--- config.mk ---
export PLATFORM = sky130hd
export DESIGN_NAME = eie_exec
export DESIGN_NICKNAME = d
export VERILOG_FILES = /design/src/core/eie_pkg.sv /design/src/core/eie_exec.sv
export SDC_FILE = /design/constraint.sdc
export NUM_CORES = 1
export LEC_CHECK = 0
export ABC_AREA = 1
export BUFFER_PORTS_ARGS = -buffer_cell sky130_fd_sc_hd__buf_2
export CAP_MARGIN = 20
export CELL_PAD_IN_SITES_DETAIL_PLACEMENT = 2
export CELL_PAD_IN_SITES_GLOBAL_PLACEMENT = 2
export CORE_MARGIN = 2
export CORE_UTILIZATION = 32
export CTS_CLUSTER_SIZE = 28
export DETAILED_ROUTE_END_ITERATION = 8
export PLACE_DENSITY_LB_ADDON = 0.1
export SLEW_MARGIN = 15
export SYNTH_ARGS = -nofsm -noshare
export SYNTH_HDL_FRONTEND = slang
export SYNTH_SLANG_ARGS = --single-unit
--- constraint.sdc ---
create_clock -name i_clk -period 3.8 [get_ports i_clk]
set_input_delay 0.76 -clock i_clk [delete_from_list [all_inputs] [get_ports i_clk]]
set_output_delay 0.76 -clock i_clk [all_outputs]
set_load 0.1 [all_outputs]
--- src/core/eie_pkg.sv ---
package eie_pkg;
   // ********************************
   // instruction encodings
   // ********************************
   localparam logic [7:0] OP_ESCAPE = 8'hA5;
   localparam logic [7:0] OP_BREAK = 8'h00;
   localparam logic [7:0] OP_SHR = 8'h03;
   localparam logic [7:0] OP_SHL = 8'h23;
   localparam logic [7:0] OP_CLR = 8'hE4;
   localparam logic [7:0] OP_INC_ALT = 8'hA3;
   localparam logic [7:0] OP_JMP_PC = 8'h73;
   localparam logic [7:0] OP_CMP_R0 = 8'hB6;
   localparam logic [7:0] OP_CMP_R1 = 8'hB7;
   localparam logic [7:0] OP_CODE_LD = 8'h93;

   // ********************************
   // program counter steps and widths
   // ********************************
   localparam logic [15:0] PC_STEP1 = 16'h0001;
   localparam logic [15:0] PC_STEP2 = 16'h0002;
   localparam logic [15:0] PC_STEP3 = 16'h0003;
   localparam logic [15:0] PTR_STEP = 16'h0001;
   localparam int WACC_W = 40;

   // ********************************
   // register map (byte addresses)
   // ********************************
   localparam logic [7:0] REG_CTRL = 8'h00;
   localparam logic [7:0] REG_STATUS = 8'h04;
   localparam logic [7:0] REG_WACC_LO = 8'h08;
   localparam logic [7:0] REG_WACC_HI = 8'h0C;
   localparam int CTRL_DBG_EN = 0;
   localparam int STAT_BUSY = 0;
   localparam int STAT_HALT = 1;
   localparam int STAT_OP_LSB = 8;
   localparam logic CTRL_DBG_RST = 1'b0;

   typedef enum logic [2:0] {
      ST_IDLE = 3'b000,
      ST_OP2 = 3'b001,
      ST_CMP = 3'b010,
      ST_CODE = 3'b011,
      ST_WAIT = 3'b100,
      ST_DONE = 3'b101,
      ST_HALT = 3'b110
   } eie_state_t;
endpackage : eie_pkg

--- src/core/eie_exec.sv ---
// Design decisions made here: register access over Wishbone and the placing of the registers.
`timescale 1ns/10ps
`default_nettype none
// Behaviour
// - A5H first byte escapes; next byte selects
// - wide shift right keeps bit 39, flags untouched
// - break with debug enabled halts to debugger
// - break without debug: two-byte nop, pc+2
// - compare indirect RAM, branch on unequal
// - carry set when accumulator below RAM byte
// - wide clear zeroes all 40 bits
// - increment unselected pointer modulo 65536
// - low byte rollover carries into high byte
// - select zero targets second, one first pointer
// - pointer increment: two bytes, three cycles
// - pc-relative jump: pc+2 plus unsigned accumulator
// - wide shift left fills bit zero with 0
// - code load at unselected pointer plus accumulator
module eie_exec (
   // clock and reset
   input wire logic i_clk,
   input wire logic i_nrst,
   // instruction issue from the core
   input wire logic i_ins_valid,
   input wire logic [7:0] i_ins_byte,
   input wire logic [15:0] i_pc,
   // core architectural state
   input wire logic [7:0] i_acc,
   input wire logic i_pointer_select,
   input wire logic [15:0] i_pointer_first,
   input wire logic [15:0] i_pointer_second,
   input wire logic [7:0] i_r0,
   input wire logic [7:0] i_r1,
   // program memory, one cycle read latency
   output logic o_pm_rd,
   output logic [15:0] o_pm_addr,
   input wire logic [7:0] i_pm_data,
   // internal RAM, one cycle read latency
   output logic o_ram_rd,
   output logic [7:0] o_ram_addr,
   input wire logic [7:0] i_ram_data,
   // results back to the core
   output logic o_busy,
   output logic o_done,
   output logic o_escape,
   output logic [15:0] o_pc_next,
   output logic o_acc_we,
   output logic [7:0] o_acc_wdata,
   output logic o_carry_we,
   output logic o_carry_wdata,
   output logic o_pointer_first_we,
   output logic o_pointer_second_we,
   output logic [15:0] o_pointer_wdata,
   output logic o_debug_halt,
   output logic [eie_pkg::WACC_W-1:0] o_wide_acc,
   // wishbone classic slave
   input wire logic i_wb_cyc,
   input wire logic i_wb_stb,
   input wire logic i_wb_we,
   input wire logic [7:0] i_wb_adr,
   input wire logic [3:0] i_wb_sel,
   input wire logic [31:0] i_wb_dat,
   output logic [31:0] o_wb_dat,
   output logic o_wb_ack
);
   import eie_pkg::*;

   typedef struct packed {
      eie_state_t st;
      logic [15:0] pc;
      logic [7:0] acc;
      logic pointer_select;
      logic [15:0] alt;
      logic [7:0] r0;
      logic [7:0] r1;
      logic [39:0] wacc;
      logic pm_rd;
      logic [15:0] pm_addr;
      logic ram_rd;
      logic [7:0] ram_addr;
      logic [15:0] pc_wd;
      logic acc_we;
      logic [7:0] acc_wd;
      logic carry_we;
      logic carry_wd;
      logic dp_first_we;
      logic dp_second_we;
      logic [15:0] dp_wd;
      logic halted;
      logic dbg_en;
      logic [7:0] last_op;
      logic wb_ack;
      logic [31:0] wb_dat;
   } eie_regs_t;

   eie_regs_t r;
   eie_regs_t n;
   logic wb_hit;
   logic [7:0] rel;

   // ********************************
   // byte-lane merge for bus writes
   // ********************************
   function automatic logic [31:0] eie_merge(input logic [31:0] old_v, input logic [31:0] new_v,
                                             input logic [3:0] sel);
      logic [31:0] res;
      res = old_v;
      for (int b = 0; b < 4; b++) begin
         if (sel[b]) begin
            res[b*8 +: 8] = new_v[b*8 +: 8];
         end
      end
      return res;
   endfunction : eie_merge

   // ********************************
   // next-state logic
   // ********************************
   always_comb begin
      n = r;
      rel = i_pm_data;
      wb_hit = i_wb_cyc && i_wb_stb && !r.wb_ack;
      n.wb_ack = wb_hit;
      n.pm_rd = 1'b0;
      n.ram_rd = 1'b0;
      // bus access first so that the instruction below wins on the wide accumulator
      if (wb_hit) begin
         n.wb_dat = 32'h0000_0000;
         case (i_wb_adr)
            REG_CTRL: begin
               n.wb_dat[CTRL_DBG_EN] = r.dbg_en;
               if (i_wb_we && i_wb_sel[0]) begin
                  n.dbg_en = i_wb_dat[CTRL_DBG_EN];
               end
            end
            REG_STATUS: begin
               n.wb_dat[STAT_BUSY] = (r.st != ST_IDLE);
               n.wb_dat[STAT_HALT] = r.halted;
               n.wb_dat[STAT_OP_LSB +: 8] = r.last_op;
               // writing one releases a debug halt
               if (i_wb_we && i_wb_sel[0] && i_wb_dat[STAT_HALT]) begin
                  n.halted = 1'b0;
               end
            end
            REG_WACC_LO: begin
               n.wb_dat = r.wacc[31:0];
               if (i_wb_we) begin
                  n.wacc[31:0] = eie_merge(r.wacc[31:0], i_wb_dat, i_wb_sel);
               end
            end
            REG_WACC_HI: begin
               n.wb_dat[7:0] = r.wacc[39:32];
               if (i_wb_we && i_wb_sel[0]) begin
                  n.wacc[39:32] = i_wb_dat[7:0];
               end
            end
            default: begin
               n.wb_dat = 32'h0000_0000;
            end
         endcase
      end
      unique case (r.st)
         ST_IDLE: begin
            if (i_ins_valid && i_ins_byte == OP_ESCAPE) begin
               n.pc = i_pc;
               n.acc = i_acc;
               n.pointer_select = i_pointer_select;
               n.alt = i_pointer_select ? i_pointer_first : i_pointer_second;
               n.r0 = i_r0;
               n.r1 = i_r1;
               n.pm_addr = i_pc + PC_STEP1;
               n.pm_rd = 1'b1;
               n.acc_we = 1'b0;
               n.carry_we = 1'b0;
               n.dp_first_we = 1'b0;
               n.dp_second_we = 1'b0;
               n.st = ST_OP2;
            end
         end
         ST_OP2: begin
            n.last_op = i_pm_data;
            n.pc_wd = r.pc + PC_STEP2;
            n.st = ST_DONE;
            case (i_pm_data)
               OP_SHR: begin
                  n.wacc = {r.wacc[39], r.wacc[39:1]};
               end
               OP_SHL: begin
                  n.wacc = {r.wacc[38:0], 1'b0};
               end
               OP_CLR: begin
                  n.wacc = 40'h00_0000_0000;
               end
               OP_INC_ALT: begin
                  // full 16-bit add carries a low byte rollover upward
                  n.dp_wd = r.alt + PTR_STEP;
                  n.dp_first_we = r.pointer_select;
                  n.dp_second_we = !r.pointer_select;
                  n.st = ST_WAIT;
               end
               OP_JMP_PC: begin
                  n.pc_wd = r.pc + PC_STEP2 + {8'h00, r.acc};
               end
               OP_CMP_R0, OP_CMP_R1: begin
                  n.ram_addr = i_pm_data[0] ? r.r1 : r.r0;
                  n.ram_rd = 1'b1;
                  n.pm_addr = r.pc + PC_STEP2;
                  n.pm_rd = 1'b1;
                  n.st = ST_CMP;
               end
               OP_CODE_LD: begin
                  n.pm_addr = r.alt + {8'h00, r.acc};
                  n.pm_rd = 1'b1;
                  n.st = ST_CODE;
               end
               OP_BREAK: begin
                  if (r.dbg_en) begin
                     n.halted = 1'b1;
                     n.st = ST_HALT;
                  end
               end
               default: begin
                  n.st = ST_DONE;
               end
            endcase
         end
         ST_CMP: begin
            n.carry_we = 1'b1;
            n.carry_wd = r.acc < i_ram_data;
            if (r.acc != i_ram_data) begin
               n.pc_wd = r.pc + PC_STEP3 + {{8{rel[7]}}, rel};
            end else begin
               n.pc_wd = r.pc + PC_STEP3;
            end
            n.st = ST_DONE;
         end
         ST_CODE: begin
            n.acc_we = 1'b1;
            n.acc_wd = i_pm_data;
            n.st = ST_DONE;
         end
         ST_WAIT: begin
            n.st = ST_DONE;
         end
         ST_HALT: begin
            // resume at the instruction after the breakpoint
            if (!r.halted) begin
               n.st = ST_DONE;
            end
         end
         ST_DONE: begin
            n.st = ST_IDLE;
         end
         default: begin
            n.st = ST_IDLE;
         end
      endcase
   end

   always_ff @(posedge i_clk or negedge i_nrst) begin
      if (!i_nrst) begin
         r <= '0;
         r.st <= ST_IDLE;
         r.dbg_en <= CTRL_DBG_RST;
      end else begin
         r <= n;
      end
   end

   // ********************************
   // outputs
   // ********************************
   assign o_busy = (r.st != ST_IDLE);
   assign o_done = (r.st == ST_DONE);
   assign o_escape = (r.st == ST_IDLE) && i_ins_valid && (i_ins_byte == OP_ESCAPE);
   assign o_pc_next = r.pc_wd;
   assign o_acc_we = o_done && r.acc_we;
   assign o_acc_wdata = r.acc_wd;
   assign o_carry_we = o_done && r.carry_we;
   assign o_carry_wdata = r.carry_wd;
   assign o_pointer_first_we = o_done && r.dp_first_we;
   assign o_pointer_second_we = o_done && r.dp_second_we;
   assign o_pointer_wdata = r.dp_wd;
   assign o_debug_halt = r.halted;
   assign o_wide_acc = r.wacc;
   assign o_pm_rd = r.pm_rd;
   assign o_pm_addr = r.pm_addr;
   assign o_ram_rd = r.ram_rd;
   assign o_ram_addr = r.ram_addr;
   assign o_wb_dat = r.wb_dat;
   assign o_wb_ack = r.wb_ack;

   // ********************************
   // checks
   // ********************************
   escape_only_a: assert property (@(posedge i_clk) disable iff (!i_nrst)
      (r.st == ST_IDLE && !(i_ins_valid && i_ins_byte == OP_ESCAPE)) |=> r.st == ST_IDLE)
      else $error("non-escape byte started an extended operation");
   shift_right_a: assert property (@(posedge i_clk) disable iff (!i_nrst)
      (r.st == ST_OP2 && i_pm_data == OP_SHR) |=> r.wacc == {$past(r.wacc[39]), $past(r.wacc[39:1])})
      else $error("arithmetic shift right wrong");
   break_halt_a: assert property (@(posedge i_clk) disable iff (!i_nrst)
      (r.st == ST_OP2 && i_pm_data == OP_BREAK && r.dbg_en) |=> o_debug_halt && r.st == ST_HALT)
      else $error("breakpoint did not halt");
   break_nop_a: assert property (@(posedge i_clk) disable iff (!i_nrst)
      (r.st == ST_OP2 && i_pm_data == OP_BREAK && !r.dbg_en) |=>
      o_done && !o_debug_halt && o_pc_next == $past(r.pc) + PC_STEP2 && !o_carry_we)
      else $error("disabled breakpoint is not a two-byte nop");
   cmp_branch_a: assert property (@(posedge i_clk) disable iff (!i_nrst)
      (r.st == ST_CMP && r.acc != i_ram_data) |=>
      o_done && !o_acc_we && o_pc_next == $past(r.pc) + PC_STEP3 + {{8{$past(rel[7])}}, $past(rel)})
      else $error("compare branch target wrong");
   cmp_carry_a: assert property (@(posedge i_clk) disable iff (!i_nrst)
      (r.st == ST_CMP) |=> o_carry_we && o_carry_wdata == ($past(r.acc) < $past(i_ram_data)))
      else $error("compare carry wrong");
   wide_clear_a: assert property (@(posedge i_clk) disable iff (!i_nrst)
      (r.st == ST_OP2 && i_pm_data == OP_CLR) |=> r.wacc == 40'h00_0000_0000)
      else $error("wide clear left bits set");
   ptr_inc_a: assert property (@(posedge i_clk) disable iff (!i_nrst)
      (r.st == ST_OP2 && i_pm_data == OP_INC_ALT) |=> !o_done ##1
      (o_done && o_pointer_wdata == $past(r.alt, 2) + PTR_STEP &&
       o_pointer_first_we == $past(r.pointer_select, 2) && o_pointer_second_we == !$past(r.pointer_select, 2)))
      else $error("alternate pointer increment wrong");
   pc_jump_a: assert property (@(posedge i_clk) disable iff (!i_nrst)
      (r.st == ST_OP2 && i_pm_data == OP_JMP_PC) |=>
      o_done && !o_acc_we && o_pc_next == $past(r.pc) + PC_STEP2 + {8'h00, $past(r.acc)})
      else $error("pc relative jump target wrong");
   shift_left_a: assert property (@(posedge i_clk) disable iff (!i_nrst)
      (r.st == ST_OP2 && i_pm_data == OP_SHL) |=> r.wacc == {$past(r.wacc[38:0]), 1'b0})
      else $error("logical shift left wrong");
   code_load_a: assert property (@(posedge i_clk) disable iff (!i_nrst)
      (r.st == ST_OP2 && i_pm_data == OP_CODE_LD) |=>
      o_pm_rd && o_pm_addr == $past(r.alt) + {8'h00, $past(r.acc)} ##1 r.st == ST_DONE && o_acc_we)
      else $error("code load address wrong");
endmodule : eie_exec
`default_nettype wire

==> flow_summary.yaml, run 1 <==
status:
  status: "completed"
routing:
  drt_pre_antenna_iters: 4
  highest_layer: "met5"
  wl_met2_um: 26600
  met1Wirelength_um: 25600
  drtIter0Drc: 708
  drc_errors: 0
  wire_per_inst_um: 20.8
  num_vias: 13800
  wl_um: 56400
  viasPerCell: 5.10
  ant_nets: 0
  dr_wl_met3_um: 2520
synth:
  ys.flop_type: "dfrtp_1"
  synthMostInstantiatedCell: "nand2_1"
  ys_types: 57
  yosys-top-cells-area: "dfrtp_1 (37%), nand2_1 (13%), buf_4 (7.3%), inv_1 (4.9%), nor2_1 (4.5%)"
  synth.top_cell.area_share: 0.371
  synth_area_um2: 14400
  avgSynthCellArea_um2: 7.41
  synthArstFlopShare: 1.00
  synth_commonest_cells: "nand2_1 (491), dfrtp_1 (214), inv_1 (188)"
  ys_ff_latch: 214
  yosysTopAreaCell: "dfrtp_1"
  postSynthNetCount: 2142
  yosysWarningCount: 0
  synth_seq_area_share: 0.371
  synth_edf_count: 0
  netlist_instances: 1945
critical_path:
  cp_slowest_stage_delay_ns: 0.48
  cp-end-kind: "flop"
  crit_path_top_delay_cell: "dfrtp_1"
  cp_max_fo: 6
  regToRegEndpoint: "o_pc_next[15]"
  reg2reg_depth: 21
  path_class: "reg2reg"
  crit_chain: "ha_1 -> inv_1 -> nand2_1 -> nand2_1 -> nor2_2 -> nand3_1 -> xor2_1 -> inv_1 -> ha_1 -> inv_1 -> nor3_1 -> and2_1 -> nand2_1 -> nand2_1 -> nand2_1 -> nand3_1 -> nand2_1 -> nand3_1 -> nand2_1 -> nand2_1 -> nand2_1"
  cp_top_family: "simple AND/OR/NAND/NOR gates"
  required_ns: 4.24
  worst_setup_path_start_kind: "flop"
  rrSetupSlack_ns: 0.49
  crit_buf_inv: 3
  critPathArrivalTime_ns: 3.75
  worstReg2RegStart: "r[197]"
  cpMostUsedCell: "nand2_1"
timing:
  finalCritPeriodShare: 0.871
  layout_min_cycle_time_ns: 3.31
  rsz0062_at_grt: "no"
  worst_slack_ns: 0.492
  max_freq_ghz: 0.302
  slew-limit-headroom: 0.522
  fin_skew_ns: 0.00930
  slew_viol_final: 0
  worst_pin_slew_ns: 0.713
  hold_violations: 0
  finalSetupTns_ns: 0
  setup_violations: 0
finish:
  area_delta_synth_final_pct: 14.7
  fill_cells: 5279
  drive_gt1_frac: 0.215
  finish.net_count: 2289
grt:
  grt_start_max_net_pins: 86
  grt_pass1_vias: 15100
  grt_pass1_wl_um: 88500
  grt_use_total: 0.241
  gr-total-overflow: 0
  grt_antenna_before_repair: 6
placement:
  preCtsSetupSlack_ns: 0.355
  io_buffers: 294
  gp_congestion: 0.849
  hpwl_um: 43800
clock_network:
  clk_path_buf_depth: 3
  cts_tree: "yes"
  clkLatencyLatePin_ns: 0.55
  cts_made_buffers: 28
  cts_sinks: 214
  post_cts_buffers: 0
  clk_pin_slew_ns: 0.06
  htree_levels: 1
  root_buffer: "clkbuf_16"
power_and_ir_drop:
  p_leak_uw: 0.00849
  ir_worst_vdd_mv: 0.348
  p_per_area_nw_per_um2: 505
min_path:
  holdCritPathClass: "in2async"
floorplanning:
  die_w_um: 216
  fp.dieH_um: 216
  dieArea_um2: 46800
  io_pins: 295
  start_util: 0.325
  rows: 77
  core_um2: 44300
run:
  maxCapViolCount: 0
-- worst register-to-register path, cell delays in order, from the launching register on --
cell     delay [ns]
dfrtp_1        0.48
ha_1           0.31
inv_1          0.11
nand2_1        0.15
nand2_1        0.10
nor2_2         0.20
nand3_1        0.13
xor2_1         0.28
inv_1          0.11
ha_1           0.34
inv_1          0.07
nor3_1         0.21
and2_1         0.16
nand2_1        0.07
nand2_1        0.07
nand2_1        0.06
nand3_1        0.08
nand2_1        0.05
nand3_1        0.07
nand2_1        0.05
nand2_1        0.06
nand2_1        0.05
-- cells in the final DEF (no fill, tap or decap), types with 4 or more instances in the layout --
cell,synthesis,final
nand3b_1,7,7
nor2_2,12,15
a41oi_1,4,4
nand2_2,11,11
clkinv_1,5,5
o31ai_1,8,8
a221oi_1,21,21
dfrtp_1,214,214
o21ai_1,5,5
buf_4,141,24
o21bai_1,4,4
clkinv_2,1,8
nand3_1,102,101
clkbuf_1,30,5
xor2_1,35,35
inv_1,188,187
a211oi_1,22,22
clkbuf_8,0,6
or2_2,8,8
nor2_4,8,8
ha_1,47,47
a21oi_1,76,76
nor3_1,10,9
o22ai_1,31,31
inv_2,17,18
a31oi_1,34,34
buf_2,23,292
nor2_1,174,171
nand4_1,27,27
o21ai_0,121,121
nand3_2,6,7
o211ai_1,9,9
nand2_1,491,491
mux2_2,4,4
xnor2_1,9,9
clkbuf_16,0,29
-- kinds of logic after synthesis --
| kind of cell | count (synthesis) | synth area share |
|---|---|---|
| AO/OA/AOI/OAI | 349 | 0.144 |
| XOR/XNOR | 45 | 0.0279 |
| adder cells (fa/ha/maj) | 50 | 0.0449 |
| buffers and inverters | 414 | 0.147 |
| flip-flops | 214 | 0.371 |
| multiplexers | 4 | 0.00312 |
| AND/OR/NAND/NOR | 869 | 0.261 |
-- where the power goes --
| group | switching [µW] | internal (µW) |
|---|---|---|
| registers | 264 | 2550 |
| logic | 2220 | 531 |
| clock network | 1080 | 1710 |
| total | 3570 | 4790 |
-- registers in the layout (all words and copies together), names as in the netlist --
signal           cells
r                   73
o_wide_acc          40
o_wb_dat            32
o_pc_next           16
o_pm_addr           16
o_pointer_wdata     16
o_acc_wdata          8
o_ram_addr           8
o_carry_wdata        1
o_debug_halt         1
o_pm_rd              1
o_ram_rd             1
o_wb_ack             1
-- area by class of cell --
type	count	area [µm²]	area share
Sequential cell	214	5360	0.324
Antenna cell	1	2.50	0.000151
Timing Repair Buffer	320	1720	0.104
Clock inverter	12	141	0.00855
Multi-Input combinational cell	1317	6960	0.421
Tap cell	592	741	0.0448
Clock buffer	40	827	0.0500
Inverter	211	793	0.0480
-- per-stage QoR --
step                      hold slack (ns)  cells   util  cell area (µm²)  total power, µW
final                               0.209   2707  0.373            16500             8350
after global routing                0.257   2707  0.373            16500             8740
after detailed placement            0.466   2654  0.351            15600             5610
after CTS                           0.214   2706  0.373            16500             8460
after floorplan                     0.444   1945      -            14400             5080
after global placement              0.457   2654  0.351            15600             5550
-- metal layers --
metal | GRT usage | up-vias
li1 | - | 6564
met3 | 0.0407 | 85
met4 | 0.0678 | 10
met1 | 0.320 | 6853
met2 | 0.405 | 286
met5 | 0 | -
-- how the worst max path moves through the flow --
| stage | from | to | slack [ns] | cells past startpoint |
|---|---|---|---|---|
| 6_report | r[197] | o_pc_next[15] | 0.49 | 21 |
| 5_1_grt | r[197] | o_pc_next[15] | 0.05 | 21 |
| 4_1_cts | r[196] | o_pc_next[15] | 0.34 | 22 |
| 3_5_place_dp | r[196] | o_pc_next[15] | 0.35 | 22 |
| 3_3_place_gp | i_pm_data[7] | o_wide_acc[31] | 0.60 | 10 |
| 2_1_floorplan | r[211] | o_acc_we | -0.21 | 4 |
-- timing repair --
| action | 4_1_cts | 5_1_grt |
|---|---|---|
| resized for setup | 0 | 2 |
| endpoints found under the setup margin | 0 | 1 |
| hold buffers | 0 | 0 |
(Power assumes the default switching activity.)
==> run 2: changes to the inputs <==
--- a/config.mk
+++ b/config.mk
@@ -5,13 +5,12 @@
 export SDC_FILE = /design/constraint.sdc
 export NUM_CORES = 1
 export LEC_CHECK = 0
-export ABC_AREA = 1
 export BUFFER_PORTS_ARGS = -buffer_cell sky130_fd_sc_hd__buf_2
 export CAP_MARGIN = 20
 export CELL_PAD_IN_SITES_DETAIL_PLACEMENT = 2
 export CELL_PAD_IN_SITES_GLOBAL_PLACEMENT = 2
 export CORE_MARGIN = 2
-export CORE_UTILIZATION = 32
+export CORE_UTILIZATION = 36
 export CTS_CLUSTER_SIZE = 28
 export DETAILED_ROUTE_END_ITERATION = 8
 export PLACE_DENSITY_LB_ADDON = 0.1
==> constraint.sdc (replaced) <==
create_clock -name i_clk -period 3.89 [get_ports i_clk]
set_input_delay 0.778 -clock i_clk [delete_from_list [all_inputs] [get_ports i_clk]]
set_output_delay 0.778 -clock i_clk [all_outputs]
set_load 0.1 [all_outputs]
==> run 2 against run 1 <==
Compared with the run above: highest routed layer unchanged; setup slack got worse by 0.17 ns; routed wire length is 17% lower; final cell count decreased by 19%; hold slack got worse by 0.0059 ns; die area shrank 16%; sequential share of layout area is 2.1 points higher; global-route usage down 0.38 points; maximum frequency fell by 7.2%.
==> flow_summary.yaml, run 2 <==
status:
  status: "completed"
clock_network:
  clk_pin_slew_ns: 0.06
  clk_path_buf_depth: 3
  cts_made_buffers: 26
  cts_hold_buf: 0
  cts_tree: "yes"
  cts_sinks: 214
  htree_levels: 1
  clkLatencyLatePin_ns: 0.55
  root_buffer: "clkbuf_16"
floorplanning:
  io_pins: 295
  core_um2: 37400
  start_util: 0.363
  die_w_um: 198
  dieArea_um2: 39300
  rows: 71
  fp.dieH_um: 198
timing:
  slew_viol_final: 0
  finalSetupTns_ns: 0
  fin_hold_ws_ns: 0.203
  rsz0062_at_grt: "no"
  fin_skew_ns: 0.00990
  worst_pin_slew_ns: 0.997
  max_freq_ghz: 0.281
  hold_violations: 0
  slew-limit-headroom: 0.336
  layout_min_cycle_time_ns: 3.56
  setup_violations: 0
  finalCritPeriodShare: 0.916
synth:
  postSynthNetCount: 1717
  synth_area_um2: 13600
  ys_ff_latch: 214
  synth_edf_count: 0
  synthArstFlopShare: 1.00
  yosys-top-cells-area: "dfrtp_1 (39%), nand2_1 (7.9%), buf_4 (7.6%), mux2i_1 (5.2%), ha_1 (4.3%)"
  synth_commonest_cells: "nand2_1 (285), dfrtp_1 (214), buf_4 (138)"
  yosysTopAreaCell: "dfrtp_1"
  netlist_instances: 1520
  synth_seq_area_share: 0.394
  synth.top_cell.area_share: 0.394
  ys.flop_type: "dfrtp_1"
  ys_types: 76
  synthMostInstantiatedCell: "nand2_1"
  yosysWarningCount: 0
  avgSynthCellArea_um2: 8.94
grt:
  met1_usage: 0.301
  grt_use_met2: 0.424
  grt_pass1_vias: 12700
  met3_usage: 0.0319
  gr-total-overflow: 0
  grt_antenna_before_repair: 2
  grt_pass1_wl_um: 72900
  grt_start_max_net_pins: 106
  grt_use_total: 0.237
  busiest_layer: "met2"
power_and_ir_drop:
  p_leak_uw: 0.00800
  ir_worst_vdd_mv: 0.300
  power_uw: 8420
  p_per_area_nw_per_um2: 542
placement:
  gp_congestion: 0.858
  hpwl_um: 34700
  io_buffers: 294
finish:
  diodes: 0
  final_util: 0.415
  finish.net_count: 1850
  final_cell_mix: "buf_2 (292), nand2_1 (285), dfrtp_1 (214)"
  drive_gt1_frac: 0.249
  area_delta_synth_final_pct: 14.3
  regMostFlops: "r"
  final_common_cell: "buf_2"
  fill_cells: 4189
  largest_reg_flops: 73
routing:
  num_vias: 11700
  wl_um: 46600
  viasPerCell: 5.36
  wire_per_inst_um: 21.4
  ant_nets: 0
  drc_errors: 0
  drtIter0Drc: 580
  drt_pre_antenna_iters: 5
critical_path:
  cp-end-kind: "flop"
  rrSetupSlack_ns: 0.33
  path_class: "reg2reg"
  cp_max_fo: 7
  required_ns: 4.31
  critPathArrivalTime_ns: 3.98
  worst_setup_path_start_kind: "flop"
min_path:
  holdCritPathClass: "in2async"
run:
  maxCapViolCount: 0
-- run 2: changes by cell type after synthesis, sizes merged, moves of 20 or more --
cell and change:
a31oi -26, o21ai -48, clkbuf +29, xnor2 +42, o22ai -24, nand2 -214, inv -171, nand4 -20
a221oi +27, nand3 -51, mux2i +71, nor2 -121
-- run 2: repair_timing --
action,CTS,global route
gates resized for setup,0,2
setup endpoints to repair,0,1
setup buffers,0,3
-- run 2: stage by stage --
stage                     setup WS [ns]  cell area, µm²  std cells
final                             0.327           15500       2183
after global routing             0.0706           15500       2183
after CTS                         0.247           15500       2180
after detailed placement          0.244           14600       2133
after global placement            0.430           14600       2133
after floorplan                   0.257           13600       1520
-- run 2: where the power goes --
group	switching (µW)	internal, µW	leakage (µW)
logic	2460	592	0.00471
registers	340	2510	0.00286
clock network	988	1530	0.000432
-- run 2: area by class of cell --
type | instances | area (µm²) | share of cell area
Clock buffer | 42 | 802 | 0.0516
Clock inverter | 5 | 75.1 | 0.00483
Inverter | 34 | 131 | 0.00845
Multi-Input combinational cell | 1052 | 6790 | 0.437
Sequential cell | 214 | 5360 | 0.345
Tap cell | 511 | 639 | 0.0411
Timing Repair Buffer | 325 | 1740 | 0.112
-- run 2: worst paths after layout --
| kind | from | end | cells after the start |
|---|---|---|---|
| worst max-delay path | r[197] | o_pc_next[15] | 15 |
| worst min-delay path | i_nrst | o_wb_dat[3] | 1 |
| worst max register to register | r[197] | o_pc_next[15] | 15 |
| worst min register to register | o_wb_dat[24] | o_wb_dat[24] | 2 |
| max in group asynchronous | i_nrst | r[177] | 2 |
| min in group i_clk | i_r1[4] | r[158] | 3 |
-- run 2: critical path: stages (launching register included) --
cell	delay, ns
dfrtp_1	0.52
ha_1	0.31
a21oi_1	0.09
nor2_1	0.18
and3_1	0.26
nand2_1	0.09
xnor2_1	0.31
ha_1	0.35
nand3_1	0.10
o211ai_1	0.12
or3_1	0.33
o221ai_1	0.25
mux2i_1	0.22
nor2_1	0.07
xnor2_1	0.16
o21ai_1	0.07
-- run 2: kinds of logic (layout without fill, tap and decap cells) --
group	after synthesis	in the layout	share of synthesized area
fa+ha+maj	50	50	0.0477
simple gates	527	527	0.183
xor+xnor	87	87	0.0572
mux	81	81	0.0614
buf+inv	254	406	0.109
flops	214	214	0.394
compound gates	307	307	0.148
-- run 2: per-layer routing --
| layer | wire (µm) | vias to the layer above |
|---|---|---|
| li1 | - | 5459 |
| met1 | 20100 | 5932 |
| met4 | 966 | 2 |
| met5 | 12 | - |
| met3 | 2090 | 59 |
| met2 | 23400 | 255 |
